[config.mk]
export PLATFORM = sky130hd
export DESIGN_NAME = mcd_msi_cap
export DESIGN_NICKNAME = d
export VERILOG_FILES = /design/src/mcd_pkg.sv /design/src/mcd_msi_cap.sv /design/src/mcd_msg_sender.sv
export VERILOG_INCLUDE_DIRS = /design/src
export SDC_FILE = /design/constraint.sdc
export NUM_CORES = 1
export LEC_CHECK = 0
export BUFFER_PORTS_ARGS = -buffer_cell sky130_fd_sc_hd__clkbuf_2
export CELL_PAD_IN_SITES_DETAIL_PLACEMENT = 1
export CELL_PAD_IN_SITES_GLOBAL_PLACEMENT = 2
export CORE_MARGIN = 5
export CORE_UTILIZATION = 32
export CTS_CLUSTER_SIZE = 8
export DETAILED_ROUTE_END_ITERATION = 10
export PLACE_DENSITY = 0.79
export SLEW_MARGIN = 40
export SYNTH_ARGS = -nofsm -noshare
export SYNTH_HDL_FRONTEND = slang
export SYNTH_SLANG_ARGS = --single-unit
[constraint.sdc]
create_clock -name core_clk -period 1.9 [get_ports core_clk]
set_clock_uncertainty 0.2 [all_clocks]
set_input_delay 0.095 -clock core_clk [delete_from_list [all_inputs] [get_ports core_clk]]
set_output_delay 0.095 -clock core_clk [all_outputs]
set_load 0.03 [all_outputs]
[src/mcd_defs.svh]
// Purpose: offsets, field positions and reset values of the message interrupt capability
// Assumes: byte offsets in configuration space, registers reached by a 32-bit dword access
// Notes: definitions only
`ifndef MCD_DEFS_SVH
`define MCD_DEFS_SVH

// ----------------------------------------
// register offsets
// ----------------------------------------
`define MCD_OFF_CTRL_DW 8'h70
`define MCD_OFF_ADDR_LO 8'h74
`define MCD_OFF_ADDR_HI 8'h78
`define MCD_OFF_PAYLOAD 8'h7c
`define MCD_OFF_CAPTAG_DW 8'h80

// ----------------------------------------
// field layout and constants
// ----------------------------------------
`define MCD_CTRL_RESET 16'h0080
`define MCD_CTRL_WIDE_BIT 7
`define MCD_CTRL_EN_BIT 0
`define MCD_CTRL_CNT_LO 4
`define MCD_CTRL_CNT_HI 6
`define MCD_CTRL_SHIFT 16
`define MCD_SUPPORTED_CNT 3'h0
`define MCD_CAP_TAG 8'h0d
`define MCD_ADDR_LO_MASK 32'hffff_fffc
`define MCD_ZERO32 32'h0000_0000
`define MCD_ZERO16 16'h0000
`define MCD_ZERO8 8'h00
`define MCD_ZERO24 24'h00_0000
`define MCD_PL_FIX_HI 15
`define MCD_PL_FIX_LO 4
`define MCD_PL_IDX_HI 3
`define MCD_PL_IDX_LO 0

`endif

[src/mcd_pkg.sv]
// Purpose: shared types of the message interrupt capability
// Assumes: nothing
// Notes: constants live in mcd_defs.svh
package mcd_pkg;
    typedef enum logic [2:0] {
        MCD_IDLE = 3'b001,
        MCD_SEND = 3'b010,
        MCD_HOLD = 3'b100
    } mcd_state_type;
endpackage : mcd_pkg

[src/mcd_msi_cap.sv]
// Purpose: message signaled interrupt capability of a switch downstream port
// Assumes: dword configuration accesses with byte enables, single clock
// Notes: the write toward the host is a valid/ready channel
//        dword 70h carries control in bits 31:16, 74h and 78h the address,
//        7ch the payload in bits 15:0 and 80h the capability tag in bits 7:0
`timescale 1ns/100ps
`include "mcd_defs.svh"

module mcd_msi_cap
    import mcd_pkg::*;
(
    input wire logic core_clk,
    input wire logic sys_rst,
    input wire logic cfg_wr,
    input wire logic cfg_rd,
    input wire logic [7:0] cfg_addr,
    input wire logic [3:0] cfg_be,
    input wire logic [31:0] cfg_wdata,
    output logic [31:0] cfg_rdata,
    output logic cfg_hit,
    input wire logic irq_event,
    input wire logic wr_ready,
    output logic wr_valid,
    output logic wr_wide,
    output logic [63:0] wr_addr,
    output logic [31:0] wr_data
);
    // ----------------------------------------
    // storage
    // ----------------------------------------
    logic [2:0] granted_message_count_q;
    logic message_interrupt_enable_q;
    logic [31:0] addr_lo_q;
    logic [31:0] addr_hi_q;
    logic [15:0] payload_q;
    logic [31:0] rdata_q;

    // reset image of the control word; fields are taken from it by position
    localparam logic [15:0] CTRL_RST = `MCD_CTRL_RESET;
    // hardwired control fields: the wide bit keeps its reset value, one message only
    localparam logic wide_address_capable = CTRL_RST[`MCD_CTRL_WIDE_BIT];
    localparam logic [2:0] supported_message_count = `MCD_SUPPORTED_CNT;

    // ----------------------------------------
    // helpers
    // ----------------------------------------
    // keeps the old byte wherever its enable is low
    function automatic logic [31:0] be_merge(input logic [31:0] old, input logic [31:0] nw,
                                             input logic [3:0] be);
        logic [31:0] r;
        r = old;
        for (int i = 0; i < 4; i++) begin
            if (be[i]) begin
                r[i*8 +: 8] = nw[i*8 +: 8];
            end
        end
        return r;
    endfunction : be_merge

    // matches the dword part of an access address against a byte offset
    function automatic logic dw_hit(input logic [7:0] addr, input logic [7:0] off);
        return addr[7:2] == off[7:2];
    endfunction : dw_hit

    // ----------------------------------------
    // decode
    // ----------------------------------------
    wire logic sel_ctrl = dw_hit(cfg_addr, `MCD_OFF_CTRL_DW);
    wire logic sel_lo = dw_hit(cfg_addr, `MCD_OFF_ADDR_LO);
    wire logic sel_hi = dw_hit(cfg_addr, `MCD_OFF_ADDR_HI);
    wire logic sel_pl = dw_hit(cfg_addr, `MCD_OFF_PAYLOAD);
    wire logic sel_tag = dw_hit(cfg_addr, `MCD_OFF_CAPTAG_DW);
    wire logic any_sel = sel_ctrl | sel_lo | sel_hi | sel_pl | sel_tag;

    // per-register write strobes; the tag dword has none, so writes to it fall away
    wire logic we_ctrl = cfg_wr && sel_ctrl;
    wire logic we_lo = cfg_wr && sel_lo;
    wire logic we_hi = cfg_wr && sel_hi;
    wire logic we_pl = cfg_wr && sel_pl;

    // ----------------------------------------
    // field assembly
    // ----------------------------------------
    // control word: reserved high byte zero, wide bit one, granted and supported count fields, enable
    wire logic [15:0] ctrl_word = {`MCD_ZERO8,
                                   wide_address_capable,
                                   granted_message_count_q,
                                   supported_message_count,
                                   message_interrupt_enable_q};
    // the dword at 70h carries control in its upper half at 72h
    wire logic [31:0] ctrl_dw = {ctrl_word, `MCD_ZERO16};
    // payload fields travel to the sender as programmed
    wire logic [11:0] fixed_payload_bits = payload_q[`MCD_PL_FIX_HI:`MCD_PL_FIX_LO];
    wire logic [3:0] message_index_bits = payload_q[`MCD_PL_IDX_HI:`MCD_PL_IDX_LO];

    // ----------------------------------------
    // write data
    // ----------------------------------------
    wire logic [31:0] ctrl_merged = be_merge(ctrl_dw, cfg_wdata, cfg_be);
    wire logic [31:0] lo_merged = be_merge(addr_lo_q, cfg_wdata, cfg_be);
    wire logic [31:0] hi_merged = be_merge(addr_hi_q, cfg_wdata, cfg_be);
    wire logic [31:0] pl_merged = be_merge({`MCD_ZERO16, payload_q}, cfg_wdata, cfg_be);
    // values a write leaves behind, read-only bits dropped
    wire logic [2:0] granted_message_count_d = ctrl_merged[`MCD_CTRL_SHIFT+`MCD_CTRL_CNT_HI:
        `MCD_CTRL_SHIFT+`MCD_CTRL_CNT_LO];
    wire logic message_interrupt_enable_d = ctrl_merged[`MCD_CTRL_SHIFT+`MCD_CTRL_EN_BIT];
    wire logic [31:0] addr_lo_d = lo_merged & `MCD_ADDR_LO_MASK;
    wire logic [31:0] addr_hi_d = hi_merged;
    wire logic [15:0] payload_d = pl_merged[`MCD_PL_FIX_HI:`MCD_PL_IDX_LO];

    // ----------------------------------------
    // read data
    // ----------------------------------------
    wire logic [31:0] rd_lo = addr_lo_q & `MCD_ADDR_LO_MASK;
    wire logic [31:0] rd_pl = {`MCD_ZERO16, payload_q};
    wire logic [31:0] rd_tag = {`MCD_ZERO24, `MCD_CAP_TAG};
    // unmapped dwords read zero
    wire logic [31:0] rd_mux =
        sel_ctrl ? ctrl_dw :
        sel_lo ? rd_lo :
        sel_hi ? addr_hi_q :
        sel_pl ? rd_pl :
        sel_tag ? rd_tag :
        `MCD_ZERO32;

    // ----------------------------------------
    // control fields
    // ----------------------------------------
    // reserved count codes are stored as written
    always_ff @(posedge core_clk) begin
        if (sys_rst) begin
            granted_message_count_q <= CTRL_RST[`MCD_CTRL_CNT_HI:`MCD_CTRL_CNT_LO];
            message_interrupt_enable_q <= CTRL_RST[`MCD_CTRL_EN_BIT];
        end else if (we_ctrl) begin
            granted_message_count_q <= granted_message_count_d;
            message_interrupt_enable_q <= message_interrupt_enable_d;
        end
    end

    // ----------------------------------------
    // lower address
    // ----------------------------------------
    always_ff @(posedge core_clk) begin
        if (sys_rst) begin
            addr_lo_q <= `MCD_ZERO32;
        end else if (we_lo) begin
            addr_lo_q <= addr_lo_d;
        end
    end

    // ----------------------------------------
    // upper address
    // ----------------------------------------
    // a nonzero value switches the sender to 64-bit writes
    always_ff @(posedge core_clk) begin
        if (sys_rst) begin
            addr_hi_q <= `MCD_ZERO32;
        end else if (we_hi) begin
            addr_hi_q <= addr_hi_d;
        end
    end

    // ----------------------------------------
    // payload
    // ----------------------------------------
    always_ff @(posedge core_clk) begin
        if (sys_rst) begin
            payload_q <= `MCD_ZERO16;
        end else if (we_pl) begin
            payload_q <= payload_d;
        end
    end

    // ----------------------------------------
    // read data register
    // ----------------------------------------
    always_ff @(posedge core_clk) begin
        if (sys_rst) begin
            rdata_q <= `MCD_ZERO32;
        end else if (cfg_rd) begin
            rdata_q <= rd_mux;
        end
    end

    assign cfg_rdata = rdata_q;
    assign cfg_hit = any_sel;

    // ----------------------------------------
    // message write
    // ----------------------------------------
    // the sender latches address and payload at launch
    mcd_msg_sender u_sender (
        .core_clk(core_clk),
        .sys_rst(sys_rst),
        .enable(message_interrupt_enable_q),
        .event_pulse(irq_event),
        .addr_lo(addr_lo_q),
        .addr_hi(addr_hi_q),
        .payload({fixed_payload_bits, message_index_bits}),
        .wr_ready(wr_ready),
        .wr_valid(wr_valid),
        .wr_wide(wr_wide),
        .wr_addr(wr_addr),
        .wr_data(wr_data)
    );
endmodule : mcd_msi_cap

[src/mcd_msg_sender.sv]
// Purpose: issues one memory write per interrupt event
// Assumes: write channel handshakes with valid and ready
// Notes: events arriving while a write is pending are collected into one further write after it
`timescale 1ns/100ps
`include "mcd_defs.svh"

module mcd_msg_sender
    import mcd_pkg::*;
(
    input wire logic core_clk,
    input wire logic sys_rst,
    input wire logic enable,
    input wire logic event_pulse,
    input wire logic [31:0] addr_lo,
    input wire logic [31:0] addr_hi,
    input wire logic [15:0] payload,
    input wire logic wr_ready,
    output logic wr_valid,
    output logic wr_wide,
    output logic [63:0] wr_addr,
    output logic [31:0] wr_data
);
    mcd_state_type state_q, state_d;
    logic pend_q;
    logic [63:0] addr_q;
    logic [31:0] data_q;
    logic wide_q;
    wire logic wide_now = (addr_hi != `MCD_ZERO32);
    wire logic accept = (state_q == MCD_SEND) && wr_ready;

    // ----------------------------------------
    // state machine
    // ----------------------------------------
    always_comb begin
        state_d = state_q;
        unique case (state_q)
            MCD_IDLE: begin
                if (enable && (event_pulse || pend_q)) begin
                    state_d = MCD_SEND;
                end
            end
            MCD_SEND: begin
                if (accept) begin
                    state_d = MCD_HOLD;
                end
            end
            MCD_HOLD: begin
                state_d = MCD_IDLE;
            end
            default: state_d = MCD_IDLE;
        endcase
    end

    always_ff @(posedge core_clk) begin
        if (sys_rst) begin
            state_q <= MCD_IDLE;
            pend_q <= 1'b0;
            addr_q <= {`MCD_ZERO32, `MCD_ZERO32};
            data_q <= `MCD_ZERO32;
            wide_q <= 1'b0;
        end else begin
            state_q <= state_d;
            // an event during a send is kept for the next write
            if (event_pulse && state_q != MCD_IDLE) begin
                pend_q <= 1'b1;
            end else if (state_q == MCD_IDLE && state_d == MCD_SEND) begin
                pend_q <= 1'b0;
            end
            if (state_q == MCD_IDLE && state_d == MCD_SEND) begin
                wide_q <= wide_now;
                addr_q <= wide_now ? {addr_hi, addr_lo} : {`MCD_ZERO32, addr_lo};
                data_q <= {`MCD_ZERO16, payload};
            end
        end
    end

    assign wr_valid = (state_q == MCD_SEND);
    assign wr_wide = wide_q;
    assign wr_addr = addr_q;
    assign wr_data = data_q;
endmodule : mcd_msg_sender

==> results.sh <==
export IMPL_global_route_usage_total_pct=18.47
export IMPL_io_pins=181
export IMPL_numPlacedInstances=1383
export IMPL_drt_first_pass_iters=4
export IMPL_synth_most_common_cell="sky130_fd_sc_hd__nand2_1"
export IMPL_pin_count_of_the_biggest_net_entering_global_routing=116
export IMPL_seq_total_area_yosys_pct=50.09
export IMPL_worst_setup_path_type="flip-flop to output port"
export IMPL_vdd_ir_drop_worst_mv=0.4807
export IMPL_crit_required_ns=1.60
export IMPL_start_kind="flip-flop"
export IMPL_gate_count_post_synth=910
export IMPL_drtAntennaViolNets=0
export IMPL_netlist_area_um2=7874
export IMPL_hp_class="input pin to flip-flop"
export IMPL_cts_max_level=4
export IMPL_hold_path_end="addr_lo_q[11]"
export IMPL_synthFlopType="sky130_fd_sc_hd__dfxtp_1"
export IMPL_worstSkewPairLatency_ns=0.43
export IMPL_syn_area_per_cell_um2=8.653
export IMPL_synth_common_cells="sky130_fd_sc_hd__nand2_1, sky130_fd_sc_hd__dfxtp_1, sky130_fd_sc_hd__a21oi_1"
export IMPL_synth_enable_flop_cells=0
export IMPL_postSynthRegisterBits=197
export IMPL_ctsLongestPathBuffers=2
export IMPL_drt_wl_total_um=25960
export IMPL_final_cells=1454
export IMPL_worst_r2r_setup_slack_ns=0.17
export IMPL_critical_path_max_stage_delay_ns=0.40
export IMPL_setup_violations_final=0
export IMPL_drtIter0Drc=351
export IMPL_power_per_cell_area_nw_per_um2=811.1
export IMPL_timing_setup_tns_ns=0
export IMPL_io_buffer_count=160
export IMPL_layout_min_cycle_time_ns=1.758
export IMPL_core_area_um2=24250
export IMPL_worst_slew_margin_rel_pct=52.02
export IMPL_synth_largest_type_area_fraction_pct=50.09
export IMPL_die_width_um=166.9
export IMPL_gp_congestion=0.8028
export IMPL_run_status="complete, no violations"
export IMPL_cp_max_fo=4
export IMPL_die_h_um=166.9
export IMPL_fp_row_count=57
export IMPL_worstPathArrival_ns=1.46
export IMPL_yosysTopAreaCell="sky130_fd_sc_hd__dfxtp_1"
export IMPL_cts_tree="built"
export IMPL_critical_path_reg2reg_startpoint="message_interrupt_enable_q"
export IMPL_finish_net_count=1166
export IMPL_synth_warning_count=0
export IMPL_grt_ovfl_total=0
export IMPL_tritoncts_num_sinks=197
export IMPL_crit_path_cell_trace="nor3b_1, clkbuf_2"
export IMPL_post_route_cells_drive_above_1_share_pct=24.71
export IMPL_rr_worst_depth=5
export IMPL_post_route_period_util_pct=92.53
export IMPL_r2r_end="u_sender.wr_addr[24]"
export IMPL_asyncSetResetFlopFracSynth_pct=0
export IMPL_cts_root_buf="sky130_fd_sc_hd__clkbuf_16"
export IMPL_endpoint_kind="output port"
export IMPL_cts_made_buffers=17
export IMPL_num_vias=6981
export IMPL_worst_slew_pin_transition_ns=0.7164
export IMPL_min_path_cells=5
export IMPL_initial_utilization_pct=32.47
export IMPL_die_area_um2=27840
export IMPL_flow_area_growth_from_synthesis_pct=30.54
export IMPL_grt_setup_unrepaired="no"
export IMPL_maxClockFrequency_ghz=0.5688
export IMPL_wire_length_of_the_first_global_routing_pass_um=41090
export IMPL_postCtsSetupRepairBufs=0
export IMPL_timing_max_transition_violations_final=0
export IMPL_timing_final_ws_setup_ns=0.1420
export IMPL_hp_start="cfg_be[1]"
export IMPL_routed_via_density=4.801
export IMPL_detailedPlacementHpwl_um=19100
export IMPL_p_leak_uw=0.004114
export IMPL_average_detailed_routed_wire_length_per_instance_um=17.86
export IMPL_first_global_vias=7274
export IMPL_synth_cell_type_count=43
export IMPL_post_route_drc_count=0
export IMPL_final_hold_violation_count=0
export IMPL_critical_path_slowest_cell="sky130_fd_sc_hd__nor3b_1"
export IMPL_ys_top_cells_by_area="sky130_fd_sc_hd__dfxtp_1, sky130_fd_sc_hd__nand2_1, sky130_fd_sc_hd__a21oi_1"
export IMPL_clk_pin_slew_ns=0.08
export IMPL_drv_max_cap_violation_count=0
export IMPL_dp_worst_setup_slack_ns=0.09730
export IMPL_number_of_antenna_violations_at_the_first_check_in_global_routing=1
[layout make-up]
cell class                      instances  area, um2
Fill cell                            2919      13970
Antenna cell                            1      2.502
Sequential cell                       197       3944
Clock inverter                         14      178.9
Inverter                                1      3.754
Clock buffer                           18      429.2
Multi-Input combinational cell        650       3595
Timing Repair Buffer                  249       1720
Tap cell                              324      405.4
[metrics by stage]
step / area (um2) / power, uW / utilization (%) / hold slack [ns]
after floorplan: 7938 / 4499 / - / 0.03097
after global placement: 9283 / 4644 / 38.28 / 0.1533
after detailed placement: 9283 / 4643 / 38.28 / 0.1634
after CTS: 10270 / 8413 / 42.36 / 0.05051
after global routing: 10280 / 8629 / 42.39 / 0.06755
final: 10280 / 8337 / 42.39 / 0.05086
[worst max-delay path: cells and delay by family, from the launching register on]
kind / cells / cell delay (ns)
buf+inv: 1 / 0.29
flops: 1 / 0.34
simple gates: 1 / 0.40
[repair_timing]
action                                  4_1_cts  5_1_grt
endpoints found under the setup margin        0        1
resized for setup                             0        1
endpoints found under the hold margin       100        0
hold buffers                                 38        0
[where the power goes]
part | total (uW) | internal (uW) | switching (uW)
Sequential | 4140 | 4130 | 5.75
Clock | 3730 | 1910 | 1820
Combinational | 467 | 156 | 311
[state kept, by name, summed over array words and instances (netlist names)]
name                        flops
u_sender.wr_addr               62
u_sender.wr_wide                1
addr_lo_q                      30
cfg_rdata                      32
granted_message_count_q         3
message_interrupt_enable_q      1
u_sender.wr_data               16
u_sender.pend_q                 1
payload_q                      16
addr_hi_q                      32
u_sender.state_q                3
[worst max path at each step]
stage,startpoint,end,slack [ns],cells past startpoint
after global routing,u_sender.state_q[1],wr_valid,0.03,2
after detailed placement,cfg_addr[3],addr_hi_q[4],0.1,6
after global placement,cfg_addr[3],addr_hi_q[7],0.14,6
final,u_sender.state_q[1],wr_valid,0.14,2
after floorplan,u_sender.state_q[1],u_sender.state_q[2],0.17,2
after CTS,u_sender.state_q[1],wr_valid,0.08,2
[cells by family (layout without fill, tap and decap cells)]
| logic type | Yosys count | count (layout) | share of synthesized area (%) |
|---|---|---|---|
| compound gates | 215 | 215 | 16.13 |
| buf+inv | 80 | 282 | 5.292 |
| flops | 197 | 197 | 50.09 |
| mux | 62 | 62 | 7.898 |
| other cells | 1 | 19 | 0.04763 |
| simple gates | 355 | 355 | 20.55 |
[placed cells by master, fill, tap and decap left out, types with 17 or more instances in the layout]
cell type                       count
sky130_fd_sc_hd__dfxtp_1          197
sky130_fd_sc_hd__clkbuf_16         17
sky130_fd_sc_hd__clkbuf_2         159
sky130_fd_sc_hd__o21ai_2           20
sky130_fd_sc_hd__mux2i_1           61
sky130_fd_sc_hd__nor2_1            75
sky130_fd_sc_hd__buf_4             39
sky130_fd_sc_hd__nor2b_1           18
sky130_fd_sc_hd__nand2_1          221
sky130_fd_sc_hd__a21oi_1          126
sky130_fd_sc_hd__conb_1            18
sky130_fd_sc_hd__dlygate4sd3_1     38
[routing by layer]
layer  up-vias  track usage (%)  share of wire, %  wire [um]
met5         -                0                 0          0
met4         0            3.700               1.1        280
met3        14            3.224               3.7        959
met2       139            32.62                50      13000
met1      3379            23.78                45      11730
li1       3449                -                 -          -
(Power assumes the default switching activity.)
